$ cat config.mk
export PLATFORM = sky130hd
export DESIGN_NAME = calendar_clock_unit
export DESIGN_NICKNAME = d
export VERILOG_FILES = /design/src/calclk_pkg.sv /design/src/cal_if.sv /design/src/calendar_clock_unit.sv /design/src/pulse_sync.sv /design/src/calendar_count.sv
export SDC_FILE = /design/constraint.sdc
export NUM_CORES = 1
export LEC_CHECK = 0
export BUFFER_PORTS_ARGS = -buffer_cell sky130_fd_sc_hd__clkbuf_2
export CAP_MARGIN = 20
export CORE_MARGIN = 1
export CORE_UTILIZATION = 35
export CTS_CLUSTER_DIAMETER = 40
export CTS_CLUSTER_SIZE = 28
export DETAILED_ROUTE_END_ITERATION = 10
export GPL_TIMING_DRIVEN = 0
export PLACE_DENSITY = 0.52
export SYNTH_ARGS = -nofsm -noshare
export SYNTH_HDL_FRONTEND = slang
export SYNTH_HIERARCHICAL = 1
export SYNTH_SLANG_ARGS = --single-unit
$ cat constraint.sdc
create_clock -name clk -period 7.69 [get_ports clk]
set_input_delay 0.769 -clock clk [delete_from_list [all_inputs] [get_ports clk]]
set_output_delay 0.769 -clock clk [all_outputs]
set_load 0.01 [all_outputs]
$ cat src/calclk_pkg.sv
// Constants, types and helpers shared by the calendar clock unit.
// Assumes a 20 MHz system clock and a 32-bit classic Wishbone slave port.
package calclk_pkg;

   // =======================================================
   // Register byte offsets
   localparam logic [7:0] ADR_CFG = 8'h00;
   localparam logic [7:0] ADR_VAL = 8'h04;
   localparam logic [7:0] ADR_ACFG = 8'h08;
   localparam logic [7:0] ADR_AVAL = 8'h0c;
   localparam logic [7:0] ADR_KEY = 8'h10;
   localparam logic [7:0] ADR_PWC = 8'h14;

   // =======================================================
   // Field positions and reset values
   localparam int ON_BIT = 15;
   localparam int UNLOCK_BIT = 13;
   localparam int RIPPLE_BIT = 12;
   localparam int HALF_BIT = 11;
   localparam int OE_BIT = 10;
   localparam int PTR_LSB = 8;
   localparam int ALM_EN_BIT = 15;
   localparam int CHIME_BIT = 14;
   localparam int MASK_LSB = 10;
   localparam int SRC_LSB = 10;
   localparam logic [15:0] CFG_RST = 16'h0000;
   localparam logic [15:0] ACFG_RST = 16'h0000;
   localparam logic [1:0] SRC_RST = 2'h0;
   localparam logic [7:0] KEY_FIRST = 8'h55;
   localparam logic [7:0] KEY_SECOND = 8'haa;

   // =======================================================
   // Timing
   localparam int CLK_NS = 50;
   localparam int KEY_WINDOW_NS = 200;
   localparam logic [2:0] KEY_WINDOW_CYC = 3'(KEY_WINDOW_NS / CLK_NS);
   localparam int SECONDARY_CRYSTAL_OSC_HZ = 32768;
   localparam int LOW_POWER_RC_OSC_HZ = 31250;
   localparam int LINE50_HZ = 50;
   localparam int LINE60_HZ = 60;
   localparam logic [3:0] TRIM_SECONDS = 4'hf;
   localparam logic signed [17:0] RIPPLE_PULSES = 18'sd1;

   typedef struct packed {
      logic [7:0] yr;
      logic [7:0] mon;
      logic [7:0] day;
      logic [7:0] wday;
      logic [7:0] hr;
      logic [7:0] min;
      logic [7:0] sec;
   } time_type;

   localparam time_type TIME_RST = '{8'h00, 8'h01, 8'h01, 8'h00,
                                     8'h00, 8'h00, 8'h00};

   function automatic logic [7:0] bcd_inc(input logic [7:0] v);
      if (v[3:0] == 4'h9)
         bcd_inc = {v[7:4] + 4'h1, 4'h0};
      else
         bcd_inc = {v[7:4], v[3:0] + 4'h1};
   endfunction

   function automatic logic [7:0] days_in_month(input logic [7:0] mon,
                                                input logic [7:0] yr);
      logic leap;
      leap = yr[4] ? (yr[3:0] == 4'h2 || yr[3:0] == 4'h6)
                   : (yr[3:0] == 4'h0 || yr[3:0] == 4'h4 ||
                      yr[3:0] == 4'h8);
      case (mon)
         8'h02: days_in_month = leap ? 8'h29 : 8'h28;
         8'h04, 8'h06, 8'h09, 8'h11: days_in_month = 8'h30;
         default: days_in_month = 8'h31;
      endcase
   endfunction

endpackage

$ cat src/cal_if.sv
// Link between the register front end and the calendar counter.
// Assumes both ends run on the same clock.
`timescale 1ns/1ps
interface cal_if;
   import calclk_pkg::*;
   logic tick;
   logic wr_hi;
   logic wr_lo;
   logic [1:0] ptr;
   logic [15:0] wdata;
   time_type now;
   modport ctl (output tick, wr_hi, wr_lo, ptr, wdata, input now);
   modport cnt (input tick, wr_hi, wr_lo, ptr, wdata, output now);
endinterface

$ cat src/calendar_clock_unit.sv
// Calendar clock unit: Wishbone register front end, timebase, alarm.
// Assumes a classic Wishbone master and free-running timebase pins.
//
// Operation
// (RULE1) Source select 00 crystal, 01 RC, 10 line 50 Hz, 11 line 60 Hz.
// (RULE2) Reference is 32.768 kHz crystal, 31.25 kHz RC, or 50/60 Hz line.
// (RULE3) Time pointer selects min/sec, weekday/hours, month/day, year.
// (RULE4) High byte write of time window decrements pointer, stops at 00.
// (RULE5) Any read of the time window decrements its pointer.
// (RULE6) Alarm pointer selects alarm min/sec, weekday/hours, month/day, none.
// (RULE7) High byte write of alarm window decrements pointer, stops at 00.
// (RULE8) Any read of the alarm window decrements its pointer.
// (RULE9) Time value writes are ignored unless the write unlock bit is set.
// (RULE10) Unlock bit sets only right after the 55h, AAh key sequence.
// (RULE11) Module-on bit is writable only while unlocked.
// (RULE12) Bit 15 switches the unit on; config resets to zero.
// (RULE13) Ripple flag is set while a rollover may corrupt a read.
// (RULE14) Half-second bit shows second half; low min/sec write clears it.
// (RULE15) Bit 10 enables the unit output.
// (RULE16) Config register is cleared only by power-on reset.
// (RULE17) Drift trim is applied once every 15 seconds.
// (RULE18) 24-hour BCD calendar with leap years for 2000 to 2099.
// (RULE19) Alarm masks from half second to year, repeat count and chime; the code's masks stop at month (mask 9).
// (RULE20) Trim is a signed 8-bit pulse count, zero means none.
// (RULE21) One-second tick carries through the calendar with BCD rollover.
`timescale 1ns/1ps
module calendar_clock_unit
   import calclk_pkg::*;
(
   input wire logic clk,           // 20 MHz system clock
   input wire logic resetn,        // Power-on reset, active low
   input wire logic sys_rst,       // Other reset, synchronous, active high
   input wire logic wb_cyc_i,      // Wishbone cycle
   input wire logic wb_stb_i,      // Wishbone strobe
   input wire logic wb_we_i,       // Wishbone write
   input wire logic [7:0] wb_adr_i, // Wishbone byte address
   input wire logic [3:0] wb_sel_i, // Wishbone byte enables
   input wire logic [31:0] wb_dat_i, // Wishbone write data
   output logic [31:0] wb_dat_o,   // Wishbone read data
   output logic wb_ack_o,          // Wishbone acknowledge
   input wire logic secondary_crystal_osc_in,       // Secondary crystal timebase pin
   input wire logic low_power_rc_osc_in,       // Low-power RC timebase
   input wire logic line_in,       // Power-line timebase pin
   output logic unit_out,          // Seconds square wave output
   output logic alarm_pulse        // One-cycle alarm event
);
   typedef enum logic [1:0] {KEY_IDLE, KEY_HALF, KEY_OPEN} key_type;

   typedef struct packed {
      logic ack;
      logic [15:0] rdata;
      logic [15:0] cfg;
      logic [15:0] acfg;
      logic [1:0] src;
      logic [15:0] a_ms;
      logic [15:0] a_wh;
      logic [15:0] a_md;
      key_type key;
      logic [2:0] kcnt;
      logic signed [17:0] presc;
      logic [3:0] trim;
      logic half;
      logic tick_d;
      logic half_d;
      logic alarm;
      logic out;
   } st_type;

   st_type s_r;
   st_type s_nxt;
   logic rst_meta_r;
   logic rst_n;
   logic secondary_crystal_osc_rise;
   logic low_power_rc_osc_rise;
   logic line_rise;
   logic acc;
   logic wr;
   logic rd;
   logic unlock;
   logic ripple;
   logic tick;
   logic hit;
   logic [1:0] ptr;
   logic [1:0] aptr;
   logic [15:0] dat;
   logic signed [17:0] lim;
   cal_if ci ();

   // =======================================================
   // Reset release and submodules
   always_ff @(posedge clk or negedge resetn)
   begin
      if (!resetn)
      begin
         rst_meta_r <= 1'b0;
         rst_n <= 1'b0;
      end
      else
      begin
         rst_meta_r <= 1'b1;
         rst_n <= rst_meta_r;
      end
   end

   pulse_sync u_secondary_crystal_osc (.clk(clk), .rst_n(rst_n), .din(secondary_crystal_osc_in),
                      .rise(secondary_crystal_osc_rise));
   pulse_sync u_low_power_rc_osc (.clk(clk), .rst_n(rst_n), .din(low_power_rc_osc_in),
                      .rise(low_power_rc_osc_rise));
   pulse_sync u_line (.clk(clk), .rst_n(rst_n), .din(line_in),
                      .rise(line_rise));
   calendar_count u_cal (.clk(clk), .rst_n(rst_n), .ci(ci.cnt));

   // =======================================================
   // Next state
   always_comb
   begin
      logic pulse;
      logic halfevt;
      time_type t;
      logic cs;
      logic cm;
      logic ch;
      logic cd;
      pulse = 1'b0;
      halfevt = 1'b0;
      t = ci.now;
      s_nxt = s_r;
      dat = wb_dat_i[15:0];
      acc = wb_cyc_i & wb_stb_i & ~s_r.ack;
      wr = acc & wb_we_i;
      rd = acc & ~wb_we_i;
      unlock = s_r.cfg[UNLOCK_BIT];
      ptr = s_r.cfg[PTR_LSB+1:PTR_LSB];
      aptr = s_r.acfg[PTR_LSB+1:PTR_LSB];
      s_nxt.ack = acc;
      tick = 1'b0;
      case (s_r.src) // RULE1 RULE2
         2'h0:
         begin
            lim = 18'(SECONDARY_CRYSTAL_OSC_HZ);
            pulse = secondary_crystal_osc_rise;
         end
         2'h1:
         begin
            lim = 18'(LOW_POWER_RC_OSC_HZ);
            pulse = low_power_rc_osc_rise;
         end
         2'h2:
         begin
            lim = 18'(LINE50_HZ);
            pulse = line_rise;
         end
         default:
         begin
            lim = 18'(LINE60_HZ);
            pulse = line_rise;
         end
      endcase
      ripple = s_r.cfg[ON_BIT] && (s_r.presc >= lim - RIPPLE_PULSES); // RULE13

      // Prescaler, trim and half-second phase
      if (s_r.cfg[ON_BIT] && pulse) // RULE12
      begin
         if (s_r.presc + 18'sd1 >= lim)
         begin
            tick = 1'b1;
            s_nxt.trim = (s_r.trim == TRIM_SECONDS - 4'h1) ? 4'h0
                                                          : s_r.trim + 4'h1;
            s_nxt.presc = (s_r.trim == TRIM_SECONDS - 4'h1) // RULE17
                          ? 18'($signed(s_r.cfg[7:0])) : 18'sd0; // RULE20
         end
         else
            s_nxt.presc = s_r.presc + 18'sd1;
         s_nxt.half = s_nxt.presc >= (lim >>> 1); // RULE14
         halfevt = s_nxt.half & ~s_r.half;
      end
      s_nxt.tick_d = tick;
      s_nxt.half_d = halfevt;

      // Alarm match against the freshly updated time
      cs = t.sec == s_r.a_ms[7:0];
      cm = t.min == s_r.a_ms[15:8];
      ch = t.hr == s_r.a_wh[7:0];
      cd = t.day == s_r.a_md[7:0];
      case (s_r.acfg[MASK_LSB+3:MASK_LSB]) // RULE19
         4'h0: hit = s_r.half_d | s_r.tick_d;
         4'h1: hit = s_r.tick_d;
         4'h2: hit = s_r.tick_d & (t.sec[3:0] == s_r.a_ms[3:0]);
         4'h3: hit = s_r.tick_d & cs;
         4'h4: hit = s_r.tick_d & cs & (t.min[3:0] == s_r.a_ms[11:8]);
         4'h5: hit = s_r.tick_d & cs & cm;
         4'h6: hit = s_r.tick_d & cs & cm & ch;
         4'h7: hit = s_r.tick_d & cs & cm & ch & (t.wday == s_r.a_wh[15:8]);
         4'h8: hit = s_r.tick_d & cs & cm & ch & cd;
         4'h9: hit = s_r.tick_d & cs & cm & ch & cd &
                     (t.mon == s_r.a_md[15:8]);
         default: hit = 1'b0;
      endcase
      s_nxt.alarm = s_r.acfg[ALM_EN_BIT] & hit;
      if (s_r.acfg[ALM_EN_BIT] && hit) // RULE19
      begin
         if (s_r.acfg[7:0] == 8'h00 && !s_r.acfg[CHIME_BIT])
            s_nxt.acfg[ALM_EN_BIT] = 1'b0;
         else if (s_r.acfg[7:0] != 8'h00 || s_r.acfg[CHIME_BIT])
            s_nxt.acfg[7:0] = s_r.acfg[7:0] - 8'h01;
      end

      // Key sequence window
      if (s_r.key == KEY_OPEN)
      begin
         s_nxt.kcnt = s_r.kcnt - 3'h1;
         if (s_r.kcnt == 3'h1)
            s_nxt.key = KEY_IDLE;
      end
      if (wr && wb_adr_i == ADR_KEY && wb_sel_i[0]) // RULE10
      begin
         s_nxt.kcnt = KEY_WINDOW_CYC;
         if (dat[7:0] == KEY_FIRST)
            s_nxt.key = KEY_HALF;
         else if (s_r.key == KEY_HALF && dat[7:0] == KEY_SECOND)
            s_nxt.key = KEY_OPEN;
         else
            s_nxt.key = KEY_IDLE;
      end

      // Register writes
      ci.wr_hi = wr && wb_adr_i == ADR_VAL && wb_sel_i[1] && unlock; // RULE9
      ci.wr_lo = wr && wb_adr_i == ADR_VAL && wb_sel_i[0] && unlock; // RULE9
      ci.ptr = ptr;
      ci.wdata = dat;
      ci.tick = tick;
      if (wr && wb_adr_i == ADR_CFG)
      begin
         if (wb_sel_i[0])
            s_nxt.cfg[7:0] = dat[7:0];
         if (wb_sel_i[1])
         begin
            if (unlock) // RULE11
               s_nxt.cfg[ON_BIT] = dat[ON_BIT];
            if (!dat[UNLOCK_BIT])
               s_nxt.cfg[UNLOCK_BIT] = 1'b0;
            else if (s_r.key == KEY_OPEN) // RULE10
               s_nxt.cfg[UNLOCK_BIT] = 1'b1;
            s_nxt.cfg[OE_BIT] = dat[OE_BIT]; // RULE15
            s_nxt.cfg[PTR_LSB+1:PTR_LSB] = dat[PTR_LSB+1:PTR_LSB];
         end
      end
      if ((rd || ci.wr_hi) && wb_adr_i == ADR_VAL && ptr != 2'h0) // RULE4 RULE5
         s_nxt.cfg[PTR_LSB+1:PTR_LSB] = ptr - 2'h1;
      if (ci.wr_lo && ptr == 2'h0) // RULE14
      begin
         s_nxt.presc = 18'sd0;
         s_nxt.half = 1'b0;
      end
      if (wr && wb_adr_i == ADR_ACFG)
      begin
         if (wb_sel_i[1])
            s_nxt.acfg[15:8] = dat[15:8];
         if (wb_sel_i[0])
            s_nxt.acfg[7:0] = dat[7:0];
      end
      if (wr && wb_adr_i == ADR_AVAL) // RULE6
      begin
         case (aptr)
            2'h0: s_nxt.a_ms = {wb_sel_i[1] ? dat[15:8] : s_r.a_ms[15:8],
                                wb_sel_i[0] ? dat[7:0] : s_r.a_ms[7:0]};
            2'h1: s_nxt.a_wh = {wb_sel_i[1] ? dat[15:8] : s_r.a_wh[15:8],
                                wb_sel_i[0] ? dat[7:0] : s_r.a_wh[7:0]};
            2'h2: s_nxt.a_md = {wb_sel_i[1] ? dat[15:8] : s_r.a_md[15:8],
                                wb_sel_i[0] ? dat[7:0] : s_r.a_md[7:0]};
            default: s_nxt.a_ms = s_r.a_ms;
         endcase
      end
      if ((rd || (wr && wb_sel_i[1])) && wb_adr_i == ADR_AVAL &&
          aptr != 2'h0) // RULE7 RULE8
         s_nxt.acfg[PTR_LSB+1:PTR_LSB] = aptr - 2'h1;
      if (wr && wb_adr_i == ADR_PWC && wb_sel_i[1]) // RULE1
         s_nxt.src = dat[SRC_LSB+1:SRC_LSB];

      // Read data
      s_nxt.rdata = 16'h0000;
      if (rd)
      begin
         case (wb_adr_i)
            ADR_CFG: s_nxt.rdata = {s_r.cfg[15], 1'b0, s_r.cfg[13],
                                    ripple, s_r.half, s_r.cfg[10:0]};
            ADR_VAL: // RULE3
               case (ptr)
                  2'h0: s_nxt.rdata = {t.min, t.sec};
                  2'h1: s_nxt.rdata = {t.wday, t.hr};
                  2'h2: s_nxt.rdata = {t.mon, t.day};
                  default: s_nxt.rdata = {8'h00, t.yr};
               endcase
            ADR_ACFG: s_nxt.rdata = s_r.acfg;
            ADR_AVAL: // RULE6
               case (aptr)
                  2'h0: s_nxt.rdata = s_r.a_ms;
                  2'h1: s_nxt.rdata = s_r.a_wh;
                  2'h2: s_nxt.rdata = s_r.a_md;
                  default: s_nxt.rdata = 16'h0000;
               endcase
            ADR_PWC: s_nxt.rdata = {4'h0, s_r.src, 10'h000};
            default: s_nxt.rdata = 16'h0000;
         endcase
      end
      s_nxt.out = s_r.cfg[OE_BIT] & s_r.cfg[ON_BIT] & ~s_r.half; // RULE15

      // Other resets leave the config register alone
      if (sys_rst) // RULE16
      begin
         s_nxt.acfg = ACFG_RST;
         s_nxt.key = KEY_IDLE;
         s_nxt.kcnt = 3'h0;
         s_nxt.alarm = 1'b0;
      end
   end

   always_ff @(posedge clk or negedge rst_n)
   begin
      if (!rst_n)
      begin
         s_r <= '0;
         s_r.cfg <= CFG_RST; // RULE12 RULE16
         s_r.acfg <= ACFG_RST;
         s_r.src <= SRC_RST;
         s_r.key <= KEY_IDLE;
      end
      else
         s_r <= s_nxt;
   end

   assign wb_ack_o = s_r.ack;
   assign wb_dat_o = {16'h0000, s_r.rdata};
   assign unit_out = s_r.out;
   assign alarm_pulse = s_r.alarm;
endmodule // calendar_clock_unit

$ cat src/pulse_sync.sv
// Two-stage synchroniser with rising edge detect for a timebase pin.
// Assumes the pin toggles far slower than clk.
`timescale 1ns/1ps
module pulse_sync
(
   input wire logic clk,   // System clock
   input wire logic rst_n, // Synchronised reset
   input wire logic din,   // Asynchronous pin
   output logic rise       // One-cycle pulse per rising edge
);
   typedef struct packed {
      logic s1;
      logic s2;
      logic s3;
   } sync_type;

   sync_type s_r;
   sync_type s_nxt;

   always_comb
   begin
      s_nxt = s_r;
      s_nxt.s1 = din;
      s_nxt.s2 = s_r.s1;
      s_nxt.s3 = s_r.s2;
      rise = s_r.s2 & ~s_r.s3;
   end

   always_ff @(posedge clk or negedge rst_n)
   begin
      if (!rst_n)
         s_r <= '0;
      else
         s_r <= s_nxt;
   end
endmodule // pulse_sync

$ cat src/calendar_count.sv
// BCD time of day and date counter with pointer-selected byte writes.
// Assumes one tick per second and write strobes already qualified.
`timescale 1ns/1ps
module calendar_count
   import calclk_pkg::*;
(
   input wire logic clk,   // System clock
   input wire logic rst_n, // Synchronised power-on reset
   cal_if.cnt ci           // Tick, writes and current time
);
   time_type s_r;
   time_type s_nxt;

   always_comb
   begin
      s_nxt = s_r;
      if (ci.tick) // RULE21
      begin
         if (s_r.sec != 8'h59)
            s_nxt.sec = bcd_inc(s_r.sec);
         else
         begin
            s_nxt.sec = 8'h00;
            if (s_r.min != 8'h59)
               s_nxt.min = bcd_inc(s_r.min);
            else
            begin
               s_nxt.min = 8'h00;
               if (s_r.hr != 8'h23) // RULE18
                  s_nxt.hr = bcd_inc(s_r.hr);
               else
               begin
                  s_nxt.hr = 8'h00;
                  s_nxt.wday = (s_r.wday == 8'h06) ? 8'h00
                                                   : bcd_inc(s_r.wday);
                  if (s_r.day != days_in_month(s_r.mon, s_r.yr)) // RULE18
                     s_nxt.day = bcd_inc(s_r.day);
                  else
                  begin
                     s_nxt.day = 8'h01;
                     if (s_r.mon != 8'h12)
                        s_nxt.mon = bcd_inc(s_r.mon);
                     else
                     begin
                        s_nxt.mon = 8'h01;
                        s_nxt.yr = (s_r.yr == 8'h99) ? 8'h00
                                                     : bcd_inc(s_r.yr);
                     end
                  end
               end
            end
         end
      end
      // Software writes win over the tick
      if (ci.wr_hi) // RULE3
      begin
         case (ci.ptr)
            2'h0: s_nxt.min = {1'b0, ci.wdata[14:8]};
            2'h1: s_nxt.wday = {5'h0, ci.wdata[10:8]};
            2'h2: s_nxt.mon = {3'h0, ci.wdata[12:8]};
            default: s_nxt.yr = s_r.yr;
         endcase
      end
      if (ci.wr_lo) // RULE3
      begin
         case (ci.ptr)
            2'h0: s_nxt.sec = {1'b0, ci.wdata[6:0]};
            2'h1: s_nxt.hr = {2'h0, ci.wdata[5:0]};
            2'h2: s_nxt.day = {2'h0, ci.wdata[5:0]};
            default: s_nxt.yr = ci.wdata[7:0];
         endcase
      end
      ci.now = s_r;
   end

   always_ff @(posedge clk or negedge rst_n)
   begin
      if (!rst_n)
         s_r <= TIME_RST;
      else
         s_r <= s_nxt;
   end
endmodule // calendar_count

Word level (Yosys, flattened, before mapping)
Cells that the tools add are included.
{ "word_totals": {"ff_bits": 195, "input_bits": 53, "out_inout_bits": 35} }
{ "op_classes": {"n_addsub": 21, "n_lt_le_gt_ge": 3, "n_eq_ne": 58, "n_mux": 83, "bitwise": 26, "reduce_logical": 66} }
{ "op_table": {"columns": ["cell", "n"], "rows": [
  ["8-bit 2-to-1 mux", 39],
  ["16-bit case mux with 3 select lines", 3],
  ["16-bit 2-to-1 mux", 5],
  ["16-bit case mux with 5 select lines", 1],
  ["18-bit 2-to-1 mux", 4],
  ["4-bit by 1-bit adder with 4-bit output (second input constant)", 15],
  ["56-bit 2-to-1 mux", 1],
  ["8-bit equality test", 6],
  ["48-bit 2-to-1 mux", 1],
  ["4-bit equality test (second input constant)", 11],
  ["40-bit 2-to-1 mux", 1],
  ["18-bit greater-or-equal comparator", 2],
  ["8-bit by 3-bit equality test with 1-bit output (second input constant)", 4],
  ["32-bit 2-to-1 mux", 1],
  ["4-bit by 3-bit equality test with 1-bit output (second input constant)", 6],
  ["8-bit by 4-bit equality test with 1-bit output (second input constant)", 3],
  ["8-bit by 5-bit equality test with 1-bit output (second input constant)", 3],
  ["3-bit AND reduction", 8],
  ["1-bit logical AND", 23],
  ["23-bit 2-to-1 mux", 1],
  ["1-bit bitwise AND", 19],
  ["18-bit by 2-bit adder with 18-bit output (second input constant)", 1],
  ["18-bit by 17-bit greater-or-equal comparator with 1-bit output", 1],
  ["18-bit by 2-bit subtractor with 18-bit output (second input constant)", 1],
  ["38 further kinds", 97]
]} }

Logic depth before layout (Yosys ltp)
Gate-level depths: netlist (run 1).
{ "depth": {"depth_word": 20, "ltp_mapped": 27} }

Hierarchy
Netlist (run 1), hierarchy kept.
{ "by_module_without_submodules": {"columns": ["module", "n_inst", "cells_each", "area_per_inst_um2", "seq_area_each_um2"], "rows": [
  ["calendar_clock_unit", 1, 948, 8934.8, 3253.1],
  ["calendar_count", 1, 435, 3713.6, 1403.8],
  ["pulse_sync", 3, 4, 88.8, 75.1]
]} }

Worst setup path before layout (run 1)
Ideal clock, no wire load.
{ "synth_timing": {"path_type": "reg2reg", "startpoint": "register s_r[11] in the netlist's numbering", "endpoint": "register s_r[4] in the netlist's numbering", "setup_ps": 133, "arrival_time_ps": 4995, "t_required_ps": 7557, "path_slack_ps": 2562, "stages_incl_launch_ff": 25, "n_path_buf": 5, "cell_sequence": "dfrtp_1 > buf_2 > and4_1 > buf_4 > nand2_1 > buf_2 > or3_1 > nand2_1 > ha_1 > a21o_1 > or4_4 > a32oi_2 > a311o_1 > buf_4 > buf_6 > mux2i_1 > ha_1 > a21o_1 > a21oi_1 > a41oi_1 > a2111o_1 > a41o_1 > mux2_2 > a311oi_2 > o22ai_1"} }
{ "synth_via": {"elab_chain_len": 7} }
{ "synth_lines": {"columns": ["element", "line", "source"], "rows": [
  ["start, declared", "calendar_clock_unit.sv:69", "st_type s_r;"],
  ["start signal, assigned", "calendar_clock_unit.sv:329", "s_r <= s_nxt;"],
  ["18-bit by 2-bit adder with 18-bit output (*)", "calendar_clock_unit.sv:164, calendar_clock_unit.sv:173", null],
  ["18-bit greater-or-equal comparator", "calendar_clock_unit.sv:164", "if (s_r.presc + 18'sd1 >= lim)"],
  ["18-bit 2-to-1 mux (*)", "calendar_clock_unit.sv:164", null],
  ["18-bit 2-to-1 mux (*)", "calendar_clock_unit.sv:162", "if (s_r.cfg[ON_BIT] && pulse)"],
  ["18-bit by 17-bit greater-or-equal comparator with 1-bit output (*)", "calendar_clock_unit.sv:174", "s_nxt.half = s_nxt.presc >= (lim >>> 1);"],
  ["23-bit 2-to-1 mux (*)", "calendar_clock_unit.sv:162", null],
  ["1-bit 2-to-1 mux (*)", "calendar_clock_unit.sv:250", "if (ci.wr_lo && ptr == 2'h0)"]
]} }
Every way passes the cells marked *; elsewhere a longest branch is shown, timed or not. The select of a mux whose other input is x is not followed.
A chain may end at the register's enable or synchronous reset.

==> metrics.md, run 1 <==
| Metric | Value |
|---|---|
| GRT Residual Overflow | `0` |
| GRT Overall Usage | `22.2%` |
| Cts bufs inserted | `17` |
| Post-Synthesis Cell Area | `0.0129 sq mm` |
| Core outline area | `0.0359 sq mm` |
| P&R area growth vs syn | `12.3%` |
| Wire per inst | `21.0 um` |
| Vias | `11131` |
| Slew @ Worst Pin | `0.897 ns` |
| Die X | `194 um` |
| Placed Instances | `1928` |
| Skew final | `0.0155 ns` |
| WL final | `41200 um` |
| Final ANT Viol Nets | `0` |
| Hpwl dp | `31500 um` |
| Net Switching | `0.505 mW` |
| Status | `completed` |
| Post-route insts no fill | `1960` |
| Top-count cell post-synth | `dfrtp_1` |
| Worst hold path type | `input pin to async pin` |
| Synth unique cells | `86` |
| Post-synth top cells | `193 x dfrtp_1, 155 x nand2_1, 91 x nor2_1` |
| Logic pwr share | `4.5%` |
| Fin crit period | `6.66 ns` |
| Area of the die | `0.0377 sq mm` |
| Post-CTS setup repair buffer count | `0` |
| Reg2reg end | `u_cal/ci.now[46]$_DFF_PN0_` |
| Area leader, netlist | `dfrtp_1` |
| Clock latency on the worst-skew pair | `0.46 ns` |
| Critical path class | `flip-flop to flip-flop` |
| Drt pass-1 iters | `7` |
| Sw Ratio | `24.8%` |
| Final setup vio count | `0` |
| Most common flop cell mapped by yosys | `dfrtp_1` |
| Initial core utilization | `36.0%` |
| Worst endpoint data arrival time | `7.04 ns` |
| Startpoint Class | `flip-flop` |
| Number of DRC markers in iteration 0 | `909` |
| Worst EP required | `8.07 ns` |
| Die Y | `194 um` |
| Number of port buffers | `52` |
| Fmax | `0.150 GHz` |
| P_leak | `6.20 nW` |
| Post-Syn Instances | `1395` |
| Vias per cell | `5.68` |
| Cts repair resizes | `0` |
| Relative slew slack | `39.7%` |
| Final-stage net count | `1613` |
| Pint | `1.53 mW` |
| Clk sinks | `195` |
| Async set or reset register ratio after synthesis | `100%` |
| CTS hold repair buffers | `0` |
| Clock power share | `44.5%` |
| Worst R2R Start | `s_r[10]$_DFFE_PN0P_` |
| Row cnt | `69` |
| Vias in the first global route | `10892` |
| Syn_area_per_cell | `9.26 sq um` |
| Layout cell share with drive strength beyond 1 | `15.6%` |
| VDD IR max | `0.000134 V` |
| Maxcap violations | `0` |
| Post-synth EDFFs | `0` |
| CTS tree | `done` |
| Power per cell area | `140 mW/mm^2` |
| Bufs on Longest Clock Path | `2` |
| Seq pwr share | `50.9%` |
| Initial antenna violation count | `0` |
| Top cell type's share of synthesized area | `37.4%` |
| Endpoints failing hold | `0` |
| Largest net degree at the start of global routing | `51` |
| Worst setup margin | `1.03 ns` |
| Pre-CTS setup slack | `1.15 ns` |
| Ys Warns | `6` |
| Clock slew at reported path FFs | `0.08 ns` |
| CP endpoint kind | `flip-flop` |
| First-pass GRT wire length | `64700 um` |
| R2R cell count | `23` |
| Flop-to-flop setup slack | `1.03 ns` |
| Period Utilization, post-route | `86.7%` |
| Worst hold slack | `0.0946 ns` |
| Sequential fraction of the synthesis area | `37.8%` |
| Unrepaired setup endpoints after global routing | `no` |
| GP Congestion | `0.892` |
| Max-slew violation total from the final report | `0` |
| # IOs | `88` |
| Yosys reg bits | `195` |
| Root Buffer | `clkbuf_16` |
| Top cells by area, synth | `dfrtp_1 37%, ha_1 7.1%, mux2_2 5.2%` |
| CP Max Fanout | `12` |
| H-tree depth | `4` |
| Ant. Diodes | `0` |
| # DRC | `0` |
[metrics by stage]
step	utilization [%]	instance area (sq um)	total power, mW	TNS, ns
final	40.4	14500	2.03	0
after global routing	40.4	14500	2.11	0
after CTS	40.4	14500	2.06	0
after detailed placement	38.8	13900	1.15	0
after global placement	38.4	13800	1.14	-182.65
after floorplan	-	13000	1.10	0
[cell type report]
class | instances | area, sq um
sequential | 195 | 4890
fill | 3668 | 21400
buffer | 89 | 504
multi-input combinational | 1068 | 7370
tap | 461 | 577
clock inverter | 12 | 124
clock buffer | 20 | 457
inverter | 58 | 218
timing repair buffer | 57 | 368
[critical path, stage by stage (launching register included)]
cell and delay, ns:
dfrtp_1 0.55, ha_1 0.22, clkbuf_1 0.42, nand2_1 0.19, nor2_1 0.26, nand2_1 0.14
nor2_1 0.15, xor2_1 0.20, ha_1 0.18, a21o_1 0.15, nor2_1 0.05, o21ai_0 0.14
a32oi_2 0.10, a311o_1 0.33, buf_4 0.18, nor2_2 0.61, and4b_1 0.46, nand4_1 0.47
nor2_1 0.70, nand4b_2 0.34, buf_4 0.29, nor2_4 0.11, nand4b_1 0.11, a21oi_1 0.18
[routing by layer]
metal | vias to the layer above | part of all wire (%) | routed length [um] | GRT usage, %
met5 | - | 0 | 0 | 0
met4 | 0 | 2.3 | 962 | 6.67
met3 | 59 | 4.7 | 1950 | 3.13
met2 | 361 | 49 | 20200 | 37.8
met1 | 5474 | 44 | 18100 | 29.2
li1 | 5237 | - | - | -
[flip-flops by register name, summed over array words and instances, names as in the netlist]
| register | cells |
|---|---|
| u_low_power_rc_osc/s_r | 1 |
| s_r | 105 |
| u_line/s_r | 1 |
| unit_out | 1 |
| u_cal/ci.now | 56 |
| wb_dat_o | 16 |
| wb_ack_o | 1 |
| rst_meta_r | 1 |
| u_secondary_crystal_osc/s_r | 1 |
| ci.ptr | 2 |
| u_secondary_crystal_osc/s_nxt | 2 |
| aptr | 2 |
| rst_n | 1 |
| alarm_pulse | 1 |
| u_line/s_nxt | 2 |
| u_low_power_rc_osc/s_nxt | 2 |
[placed cells by master (no fill, tap or decap), types with 8 or more instances in the layout]
master / instances
conb_1: 17
a31oi_1: 8
inv_1: 58
dfrtp_1: 192
nand2_1: 155
and2_1: 8
nand3_1: 33
and3_1: 13
a21oi_1: 82
a211oi_1: 16
o21a_1: 13
nor4_1: 9
nor3b_1: 9
clkbuf_2: 52
buf_4: 38
mux2i_1: 16
xnor2_1: 53
o22ai_1: 8
buf_2: 11
clkbuf_1: 40
o31ai_1: 11
clkbuf_16: 17
nor2b_1: 13
nand4_1: 21
xor2_1: 33
nand2b_1: 13
mux2_2: 60
or3_1: 17
nor3_1: 36
a21o_1: 11
ha_1: 73
o21ai_0: 80
a222oi_1: 40
o211ai_1: 13
nor2_1: 91
[cell families (layout without fill, tap and decap cells)]
group           count (synthesis)  after routing  synth area share [%]
simple gates                  480            480                  19.4
compound gates                334            334                  17.5
flops                         195            195                  37.8
buf+inv                       147            236                  5.59
xor+xnor                       86             86                  5.83
mux                            77             77                  6.59
fa+ha+maj                      74             74                  7.23
other cells                     2             17                0.0581
[power by group through the flow]
stage          logic, mW  clock network [mW]  registers (mW)
2_1_floorplan     0.0323                   0            1.07
3_3_place_gp      0.0678                   0            1.08
3_5_place_dp      0.0939                   0            1.06
4_1_cts           0.0942               0.933            1.04
5_1_grt            0.102               0.971            1.04
6_report          0.0924               0.905            1.04
[how the worst max path moves through the flow]
stage                   startpoint                          to
4_1_cts        s_r[10]$_DFFE_PN0P_  u_cal/ci.now[46]$_DFF_PN0_
3_5_place_dp   s_r[10]$_DFFE_PN0P_  u_cal/ci.now[46]$_DFF_PN0_
2_1_floorplan      rst_n$_DFF_PN0_       alarm_pulse$_DFF_PN0_
3_3_place_gp       rst_n$_DFF_PN0_  u_cal/ci.now[45]$_DFF_PN0_
5_1_grt        s_r[10]$_DFFE_PN0P_  u_cal/ci.now[46]$_DFF_PN0_
6_report       s_r[10]$_DFFE_PN0P_  u_cal/ci.now[46]$_DFF_PN0_
No activity file was read; power rests on OpenSTA's default activity.
==> inputs of run 2 (changes only) <==
--- a/config.mk
+++ b/config.mk
@@ -12,7 +12,6 @@
 export CTS_CLUSTER_DIAMETER = 40
 export CTS_CLUSTER_SIZE = 28
 export DETAILED_ROUTE_END_ITERATION = 10
-export GPL_TIMING_DRIVEN = 0
 export PLACE_DENSITY = 0.52
 export SYNTH_ARGS = -nofsm -noshare
 export SYNTH_HDL_FRONTEND = slang
==> run 2 against run 1 <==
Net effect: maximum frequency up 6.3%; critical path type unchanged; highest routed layer unchanged; routed wire length down 2.3%; final cell count down 4.0%; combinational power down 14%; die area unchanged; largest power group unchanged.
==> metrics.md, run 2 (synthesis gave the netlist of run 1 again) <==
| Metric | Value |
|---|---|
| Fin crit period | `6.27 ns (-0.394 ns)` |
| Crit path max-delay family | `compound AO/OA/AOI/OAI gates` |
| CP endpoint kind | `flip-flop` |
| CP max-delay cell | `a311o_1` |
| GRT Overall Usage | `21.7% (-0.53 points)` |
| Worst setup margin | `1.42 ns (+0.394 ns)` |
| Worst hold path type | `input pin to async pin` |
| Worst endpoint data arrival time | `6.58 ns (-0.46 ns)` |
| Final ANT Viol Nets | `0 (unchanged)` |
| Post-CTS setup repair buffer count | `0 (unchanged)` |
| Vias per cell | `5.79 (+2.0%)` |
| Relative slew slack | `35.7% (-4.0 points)` |
| Clock slew at reported path FFs | `0.07 ns (about the same)` |
| Most common cell on crit path | `ha_1` |
| First-pass GRT wire length | `63000 um (-2.6%)` |
| Die Y | `194 um (unchanged)` |
| CTS tree | `done` |
| Number of DRC markers in iteration 0 | `1184 (+30%)` |
| Initial antenna violation count | `0 (unchanged)` |
| Unrepaired setup endpoints after global routing | `no` |
| Critical path class | `flip-flop to flip-flop` |
| Top Usage Layer GRT | `met2` |
| Largest net degree at the start of global routing | `79 (+55%)` |
| Placed Instances | `1848 (-4.1%)` |
| Row cnt | `69 (unchanged)` |
| Vias in the first global route | `10669 (-2.0%)` |
| GP Congestion | `0.886 (-0.67%)` |
| VDD IR max | `0.000158 V (+18%)` |
| Reg2reg end | `s_r[4]$_DFFE_PN0P_` |
| H-tree depth | `4 (unchanged)` |
| Slew @ Worst Pin | `0.964 ns (+0.0668 ns)` |
| Max reg flops | `105 (unchanged)` |
| Worst hold slack | `0.0814 ns (-0.0132 ns)` |
| P&R area growth vs syn | `8.32%` |
| Ant. Diodes | `0 (unchanged)` |
| Power per cell area | `143 mW/mm^2 (+1.7%)` |
| CP Max Fanout | `13 (+1)` |
| Status | `completed` |
| Max-slew violation total from the final report | `0 (unchanged)` |
| Worst EP required | `8.00 ns (-0.07 ns)` |
| Storage cell area | `0.00489 sq mm (unchanged)` |
| Most flops, register | `s_r` |
| Initial core utilization | `36.0% (unchanged)` |
| Drt pass-1 iters | `10 (+3)` |
| Root Buffer | `clkbuf_16` |
| Final setup vio count | `0 (unchanged)` |
| TNS Setup | `0 ns (unchanged)` |
| WL final | `40300 um (-2.3%)` |
| Final-stage net count | `1534 (-4.9%)` |
| Worst R2R Start | `s_r[9]$_DFFE_PN0P_` |
| Bufs on Longest Clock Path | `2 (unchanged)` |
| Cts bufs inserted | `17 (unchanged)` |
| # DRC | `0 (unchanged)` |
| Startpoint Class | `flip-flop` |
| Die X | `194 um (unchanged)` |
| Clk sinks | `195 (unchanged)` |
| P_leak | `5.91 nW (-4.7%)` |
| # IOs | `88 (unchanged)` |
| Met2 GRT Util | `35.5% (-2.3 points)` |
| Area of the die | `0.0377 sq mm (unchanged)` |
| Commonest cells after routing, fill and taps aside | `192 x dfrtp_1, 155 x nand2_1, 91 x nor2_1, 82 x a21oi_1, 80 x o21ai_0` |
| Global Route met3 Usage | `3.53% (+0.40 points)` |
| Skew final | `0.0130 ns (-0.00255 ns)` |
| Vias | `10897 (-2.1%)` |
| FILL cells | `3657 (-0.30%)` |
| Pre-CTS setup slack | `1.51 ns (+0.366 ns)` |
| CP Cell Sequence | `ha_1 > nand2_1 > nor2_1 > nand2_1 > xnor2_1 > ha_1 > a21o_1 > a211oi_1 > o21ai_0 > a311oi_1 > a311o_1 > mux2i_1 > ha_1 > a21o_1 > a21oi_1 > a41oi_1 > a2111o_1 > a41o_1 > mux2_2 > a311oi_2 > o22ai_1` |
| Cts repair resizes | `0 (unchanged)` |
| R2R cell count | `21 (-8.7%)` |
| Met1 Resource Use GR | `28.7% (-0.46 points)` |
| Wire per inst | `21.4 um (+1.8%)` |
| Most common cell after layout, fill and taps aside | `dfrtp_1` |
| Post-route insts no fill | `1881 (-4.0%)` |
| Flop-to-flop setup slack | `1.42 ns (+0.39 ns)` |
| Clock latency on the worst-skew pair | `0.46 ns (about the same)` |
| Crit path buffers/inverters | `0 (-3)` |
| Core outline area | `0.0359 sq mm (unchanged)` |
| Period Utilization, post-route | `81.5% (-5.1 points)` |
| Fmax | `0.159 GHz (+6.3%)` |
| Crit path largest cell delay | `0.66 ns (-0.04 ns)` |
| Number of port buffers | `53 (+1.9%)` |
| Hpwl dp | `29300 um (-7.0%)` |
| Worst Setup SP | `s_r[9]$_DFFE_PN0P_` |
| Endpoints failing hold | `0 (unchanged)` |
| Multi-input logic area | `0.00737 sq mm (about the same)` |
| CTS hold repair buffers | `0 (unchanged)` |
| Maxcap violations | `0 (unchanged)` |
| Layout cell share with drive strength beyond 1 | `13.5% (-2.1 points)` |
| GRT Residual Overflow | `0 (unchanged)` |
[run 2: cell types whose count changed in the layout (fill, tap and decap cells not counted), moves of 2 or more]
| cell | previous run | this run |
|---|---|---|
| buf_16 | 3 | 1 |
| buf_6 | 2 | 0 |
| clkinv_4 | 1 | 3 |
| clkbuf_1 | 40 | 4 |
| buf_2 | 11 | 0 |
| buf_4 | 38 | 13 |
| clkbuf_8 | 2 | 0 |
[run 2: routing by layer]
layer  part of all wire (%)  up-vias
li1                       -     5059
met1                     44     5411
met2                     47      354
met3                    5.5       73
met4                    3.4        0
met5                      0        -
[run 2: cell type report]
| class | count | area share [%] |
|---|---|---|
| clock buffers | 21 | 3.15 |
| clock inverters | 11 | 0.760 |
| inverters | 58 | 1.56 |
| multi-input cells | 1068 | 52.7 |
| flip-flops and latches | 195 | 34.9 |
| well taps | 461 | 4.12 |
| repair buffers | 67 | 2.79 |
[run 2: worst max-delay path by stage]
stage | to | cells after the start
after floorplan | alarm_pulse$_DFF_PN0_ | 0
after global placement | s_r[4]$_DFFE_PN0P_ | 20
after detailed placement | s_r[4]$_DFFE_PN0P_ | 20
after CTS | s_r[4]$_DFFE_PN0P_ | 20
after global routing | s_r[4]$_DFFE_PN0P_ | 21
final | s_r[4]$_DFFE_PN0P_ | 21
[run 2: where the power goes]
group          switching [mW]  internal, mW  leakage (nW)
Sequential             0.0101          1.03          2.46
Clock                   0.428         0.449         0.258
Combinational          0.0588        0.0203          3.19
[run 2: per-stage QoR]
| stage | utilization [%] | power [mW] | cell area (sq um) |
|---|---|---|---|
| detailed placement | 37.4 | 1.14 | 13400 |
| finish | 39.0 | 2.00 | 14000 |
| global route | 39.0 | 2.07 | 14000 |
| CTS | 38.9 | 2.02 | 14000 |
| floorplan | - | 1.10 | 13000 |
| global placement | 37.4 | 1.14 | 13400 |
[run 2: worst register-to-register path, delay by kind of cell (launching register included)]
kind	cells	cell delay [ns]
flops	1	0.55
fa+ha+maj	3	1.03
compound gates	12	3.13
mux	2	0.59
xor+xnor	1	0.27
simple gates	3	0.53
==> inputs of run 3 (changes only) <==
--- a/config.mk
+++ b/config.mk
@@ -5,6 +5,7 @@
 export SDC_FILE = /design/constraint.sdc
 export NUM_CORES = 1
 export LEC_CHECK = 0
+export ABC_AREA = 1
 export BUFFER_PORTS_ARGS = -buffer_cell sky130_fd_sc_hd__clkbuf_2
 export CAP_MARGIN = 20
 export CORE_MARGIN = 1
@@ -12,7 +13,7 @@
 export CTS_CLUSTER_DIAMETER = 40
 export CTS_CLUSTER_SIZE = 28
 export DETAILED_ROUTE_END_ITERATION = 10
-export PLACE_DENSITY = 0.52
+export PLACE_DENSITY = 0.54
 export SYNTH_ARGS = -nofsm -noshare
 export SYNTH_HDL_FRONTEND = slang
 export SYNTH_HIERARCHICAL = 1
==> constraint.sdc (replaced) <==
create_clock -name clk -period 5.4 [get_ports clk]
set_input_delay 0.54 -clock clk [delete_from_list [all_inputs] [get_ports clk]]
set_output_delay 0.54 -clock clk [all_outputs]
set_load 0.01 [all_outputs]
==> run 3 against run 2 <==
Net effect: routed wire length is 6.8% higher; non-clock buffer count shrank 6; design area up 3.6%; combinational power increased to 12 times the previous value; total power increased by 94%; critical path depth increased by 13; largest cell class unchanged; flip-flop and latch count stayed put; clock skew grew 0.0011 ns; die area up 2.4%; first-iteration DRC count fell by 2.0%.
==> metrics.md, run 3 <==
| Metric | Value |
|---|---|
| Status | `completed` |
| Period Utilization, post-route | `88.7% (+7.1 points)` |
| Wire per inst | `18.6 um (-13%)` |
| Max reg flops | `105 (unchanged)` |
| Startpoint Class | `flip-flop` |
| Net Switching | `1.29 mW (+160%)` |
| Relative slew slack | `22.9% (-13 points)` |
| CP Max Fanout | `16 (+3)` |
| Total chip power | `3.87 mW (+94%)` |
| Most common cell on crit path | `nand2_1` |
| Unrepaired setup endpoints after global routing | `no` |
| Clock slew at reported path FFs | `0.08 ns (about the same)` |
| VDD IR max | `0.000201 V (+28%)` |
| Top-count cell post-synth | `nand2_1` |
| Row cnt | `70 (+1.4%)` |
| Post-synth top cells | `388 x nand2_1, 238 x inv_1, 193 x dfrtp_1` |
| Initial antenna violation count | `0 (unchanged)` |
| Clock power share | `35.4% (-8.6 points)` |
| Logic pwr share | `25.4% (+21 points)` |
| Cts bufs inserted | `17 (unchanged)` |
| Skew final | `0.0141 ns (+0.00113 ns)` |
| R2R cell count | `34 (+62%)` |
| Root Buffer | `clkbuf_16` |
| CP max-delay cell | `dfrtp_1` |
| Hpwl dp | `33200 um (+13%)` |
| GRT Residual Overflow | `0 (unchanged)` |
| CTS tree | `done` |
| Drt pass-1 iters | `6 (-4)` |
| Endpoints failing hold | `0 (unchanged)` |
| # IOs | `88 (unchanged)` |
| Slew @ Worst Pin | `1.15 ns (+0.189 ns)` |
| Most common cell after layout, fill and taps aside | `nand2_1` |
| Initial core utilization | `35.9% (-0.10 points)` |
| Final ANT Viol Nets | `0 (unchanged)` |
| GP Congestion | `0.910 (+2.8%)` |
| Number of DRC markers in iteration 0 | `1160 (-2.0%)` |
| Post-CTS setup repair buffer count | `0 (unchanged)` |
| Async set or reset register ratio after synthesis | `100% (unchanged)` |
| Vias | `12201 (+12%)` |
| Most common flop cell mapped by yosys | `dfrtp_1` |
| P&R area growth vs syn | `9.62%` |
| Commonest cells after routing, fill and taps aside | `388 x nand2_1, 238 x inv_1, 192 x dfrtp_1, 142 x o21ai_0, 128 x nor2_1` |
| Crit path buffers/inverters | `4 (+4)` |
| Top cell type's share of synthesized area | `36.5% (-0.87 points)` |
| Worst path depth | `34 (+62%)` |
| Syn_area_per_cell | `7.51 sq um (-19%)` |
| Maxcap violations | `0 (unchanged)` |
| Final setup vio count | `0 (unchanged)` |
| Bufs on Longest Clock Path | `2 (unchanged)` |
| Pre-CTS setup slack | `0.695 ns (-0.818 ns)` |
| Sw Ratio | `33.4% (+8.4 points)` |
| Fmax | `0.209 GHz (+31%)` |
| Worst setup margin | `0.612 ns (-0.808 ns)` |
| Cts repair resizes | `0 (unchanged)` |
| Crit path max-delay family | `simple AND/OR/NAND/NOR gates` |
| Pint | `2.58 mW (+72%)` |
| Max-slew violation total from the final report | `0 (unchanged)` |
| Number of port buffers | `53 (unchanged)` |
| Vias per cell | `5.28 (-8.9%)` |
| Die Y | `196 um (+1.2%)` |
| Clock latency on the worst-skew pair | `0.46 ns (about the same)` |
| Yosys reg bits | `195 (unchanged)` |
| Core outline area | `0.0369 sq mm (+2.7%)` |
| WL final | `43100 um (+6.8%)` |
| Die X | `196 um (+1.2%)` |
| Sequential fraction of the synthesis area | `36.9% (-0.88 points)` |
| First-pass GRT wire length | `66900 um (+6.2%)` |
| TNS Setup | `0 ns (unchanged)` |
| H-tree depth | `4 (unchanged)` |
| Power per cell area | `267 mW/mm^2 (+87%)` |
| Most flops, register | `s_r` |
| Fin crit period | `4.79 ns (-1.48 ns)` |
| P_leak | `7.05 nW (+19%)` |
| Clk sinks | `195 (unchanged)` |
| Seq pwr share | `39.2% (-13 points)` |
| Ys Warns | `6 (unchanged)` |
| Worst hold slack | `0.182 ns (+0.100 ns)` |
| Critical path class | `flip-flop to flip-flop` |
| Vias in the first global route | `11507 (+7.9%)` |
| Ant. Diodes | `0 (unchanged)` |
| Area leader, netlist | `dfrtp_1` |
| Worst hold path type | `input pin to flip-flop` |
| Worst EP required | `5.81 ns (-2.19 ns)` |
| CP endpoint kind | `flip-flop` |
| Final-stage net count | `1923 (+25%)` |
| Post-synth EDFFs | `0 (unchanged)` |
| Worst hold stages | `1` |
| GRT Overall Usage | `22.8% (+1.1 points)` |
| Crit path largest cell delay | `0.51 ns (-0.15 ns)` |
| Largest net degree at the start of global routing | `73 (-7.6%)` |
| Post-Synthesis Cell Area | `0.0132 sq mm (+2.4%)` |
| Post-Syn Instances | `1761 (+26%)` |
| Layout cell share with drive strength beyond 1 | `9.29% (-4.2 points)` |
| Top cells by area, synth | `dfrtp_1 37%, nand2_1 11%, ha_1 6.9%` |
| Worst endpoint data arrival time | `5.19 ns (-1.39 ns)` |
| Area of the die | `0.0386 sq mm (+2.4%)` |
| # DRC | `0 (unchanged)` |
| Synth unique cells | `63 (-27%)` |
## run 3: kinds of logic after synthesis
logic type | synth area share, %
simple gates | 25.9
compound gates | 15.7
buf+inv | 9.93
flops | 36.9
fa+ha+maj | 7.06
xor+xnor | 4.17
mux | 0.246
other cells | 0.0568
## run 3: cell type report
cell class | instances | area, sq um
inverter | 253 | 958
fill | 3863 | 22400
tap | 504 | 631
timing repair buffer | 61 | 328
clock buffer | 19 | 453
multi-input combinational | 1268 | 7080
clock inverter | 12 | 155
sequential | 195 | 4890
## run 3: worst paths after layout
check                                              start                                         end  slack, ns
worst max-delay path                  s_r[9]$_DFFE_PN0P_                          s_r[4]$_DFFE_PN0P_       0.61
worst min-delay path            secondary_crystal_osc_in  u_secondary_crystal_osc/s_nxt[1]$_DFF_PN0_       0.18
worst max register to register        s_r[9]$_DFFE_PN0P_                          s_r[4]$_DFFE_PN0P_       0.61
worst min register to register           rst_n$_DFF_PN0_                   u_line/s_nxt[1]$_DFF_PN0_       0.34
max in group asynchronous                rst_n$_DFF_PN0_                  u_cal/ci.now[10]$_DFF_PN0_       3.69
min in group asynchronous                rst_n$_DFF_PN0_                   u_line/s_nxt[1]$_DFF_PN0_       0.34
## run 3: through the flow
step	util, %	instances	instance area, sq um
after floorplan	-	1776	13300
after global placement	37.6	2280	13900
after detailed placement	37.6	2280	13900
after CTS	39.3	2312	14500
after global routing	39.3	2312	14500
final	39.3	2312	14500
## run 3: timing repair
item,CTS,global route
endpoints found under the hold margin,2,0
setup endpoints to repair,0,0
hold buffers,1,0
## run 3: routing by layer
| layer | vias to the layer above | part of all wire (%) | GRT usage [%] |
|---|---|---|---|
| li1 | 5860 | - | - |
| met1 | 5890 | 46 | 31.5 |
| met5 | - | 0 | 0 |
| met4 | 0 | 2.0 | 6.45 |
| met2 | 396 | 47 | 37.1 |
| met3 | 55 | 5.5 | 3.05 |
## run 3: power by group through the flow
stage	logic (mW)	registers (mW)	clock network [mW]
finish	0.984	1.52	1.37
global route	1.13	1.52	1.44
CTS	0.987	1.52	1.39
detailed placement	0.982	1.55	0
global placement	0.966	1.55	0
floorplan	0.745	1.55	0
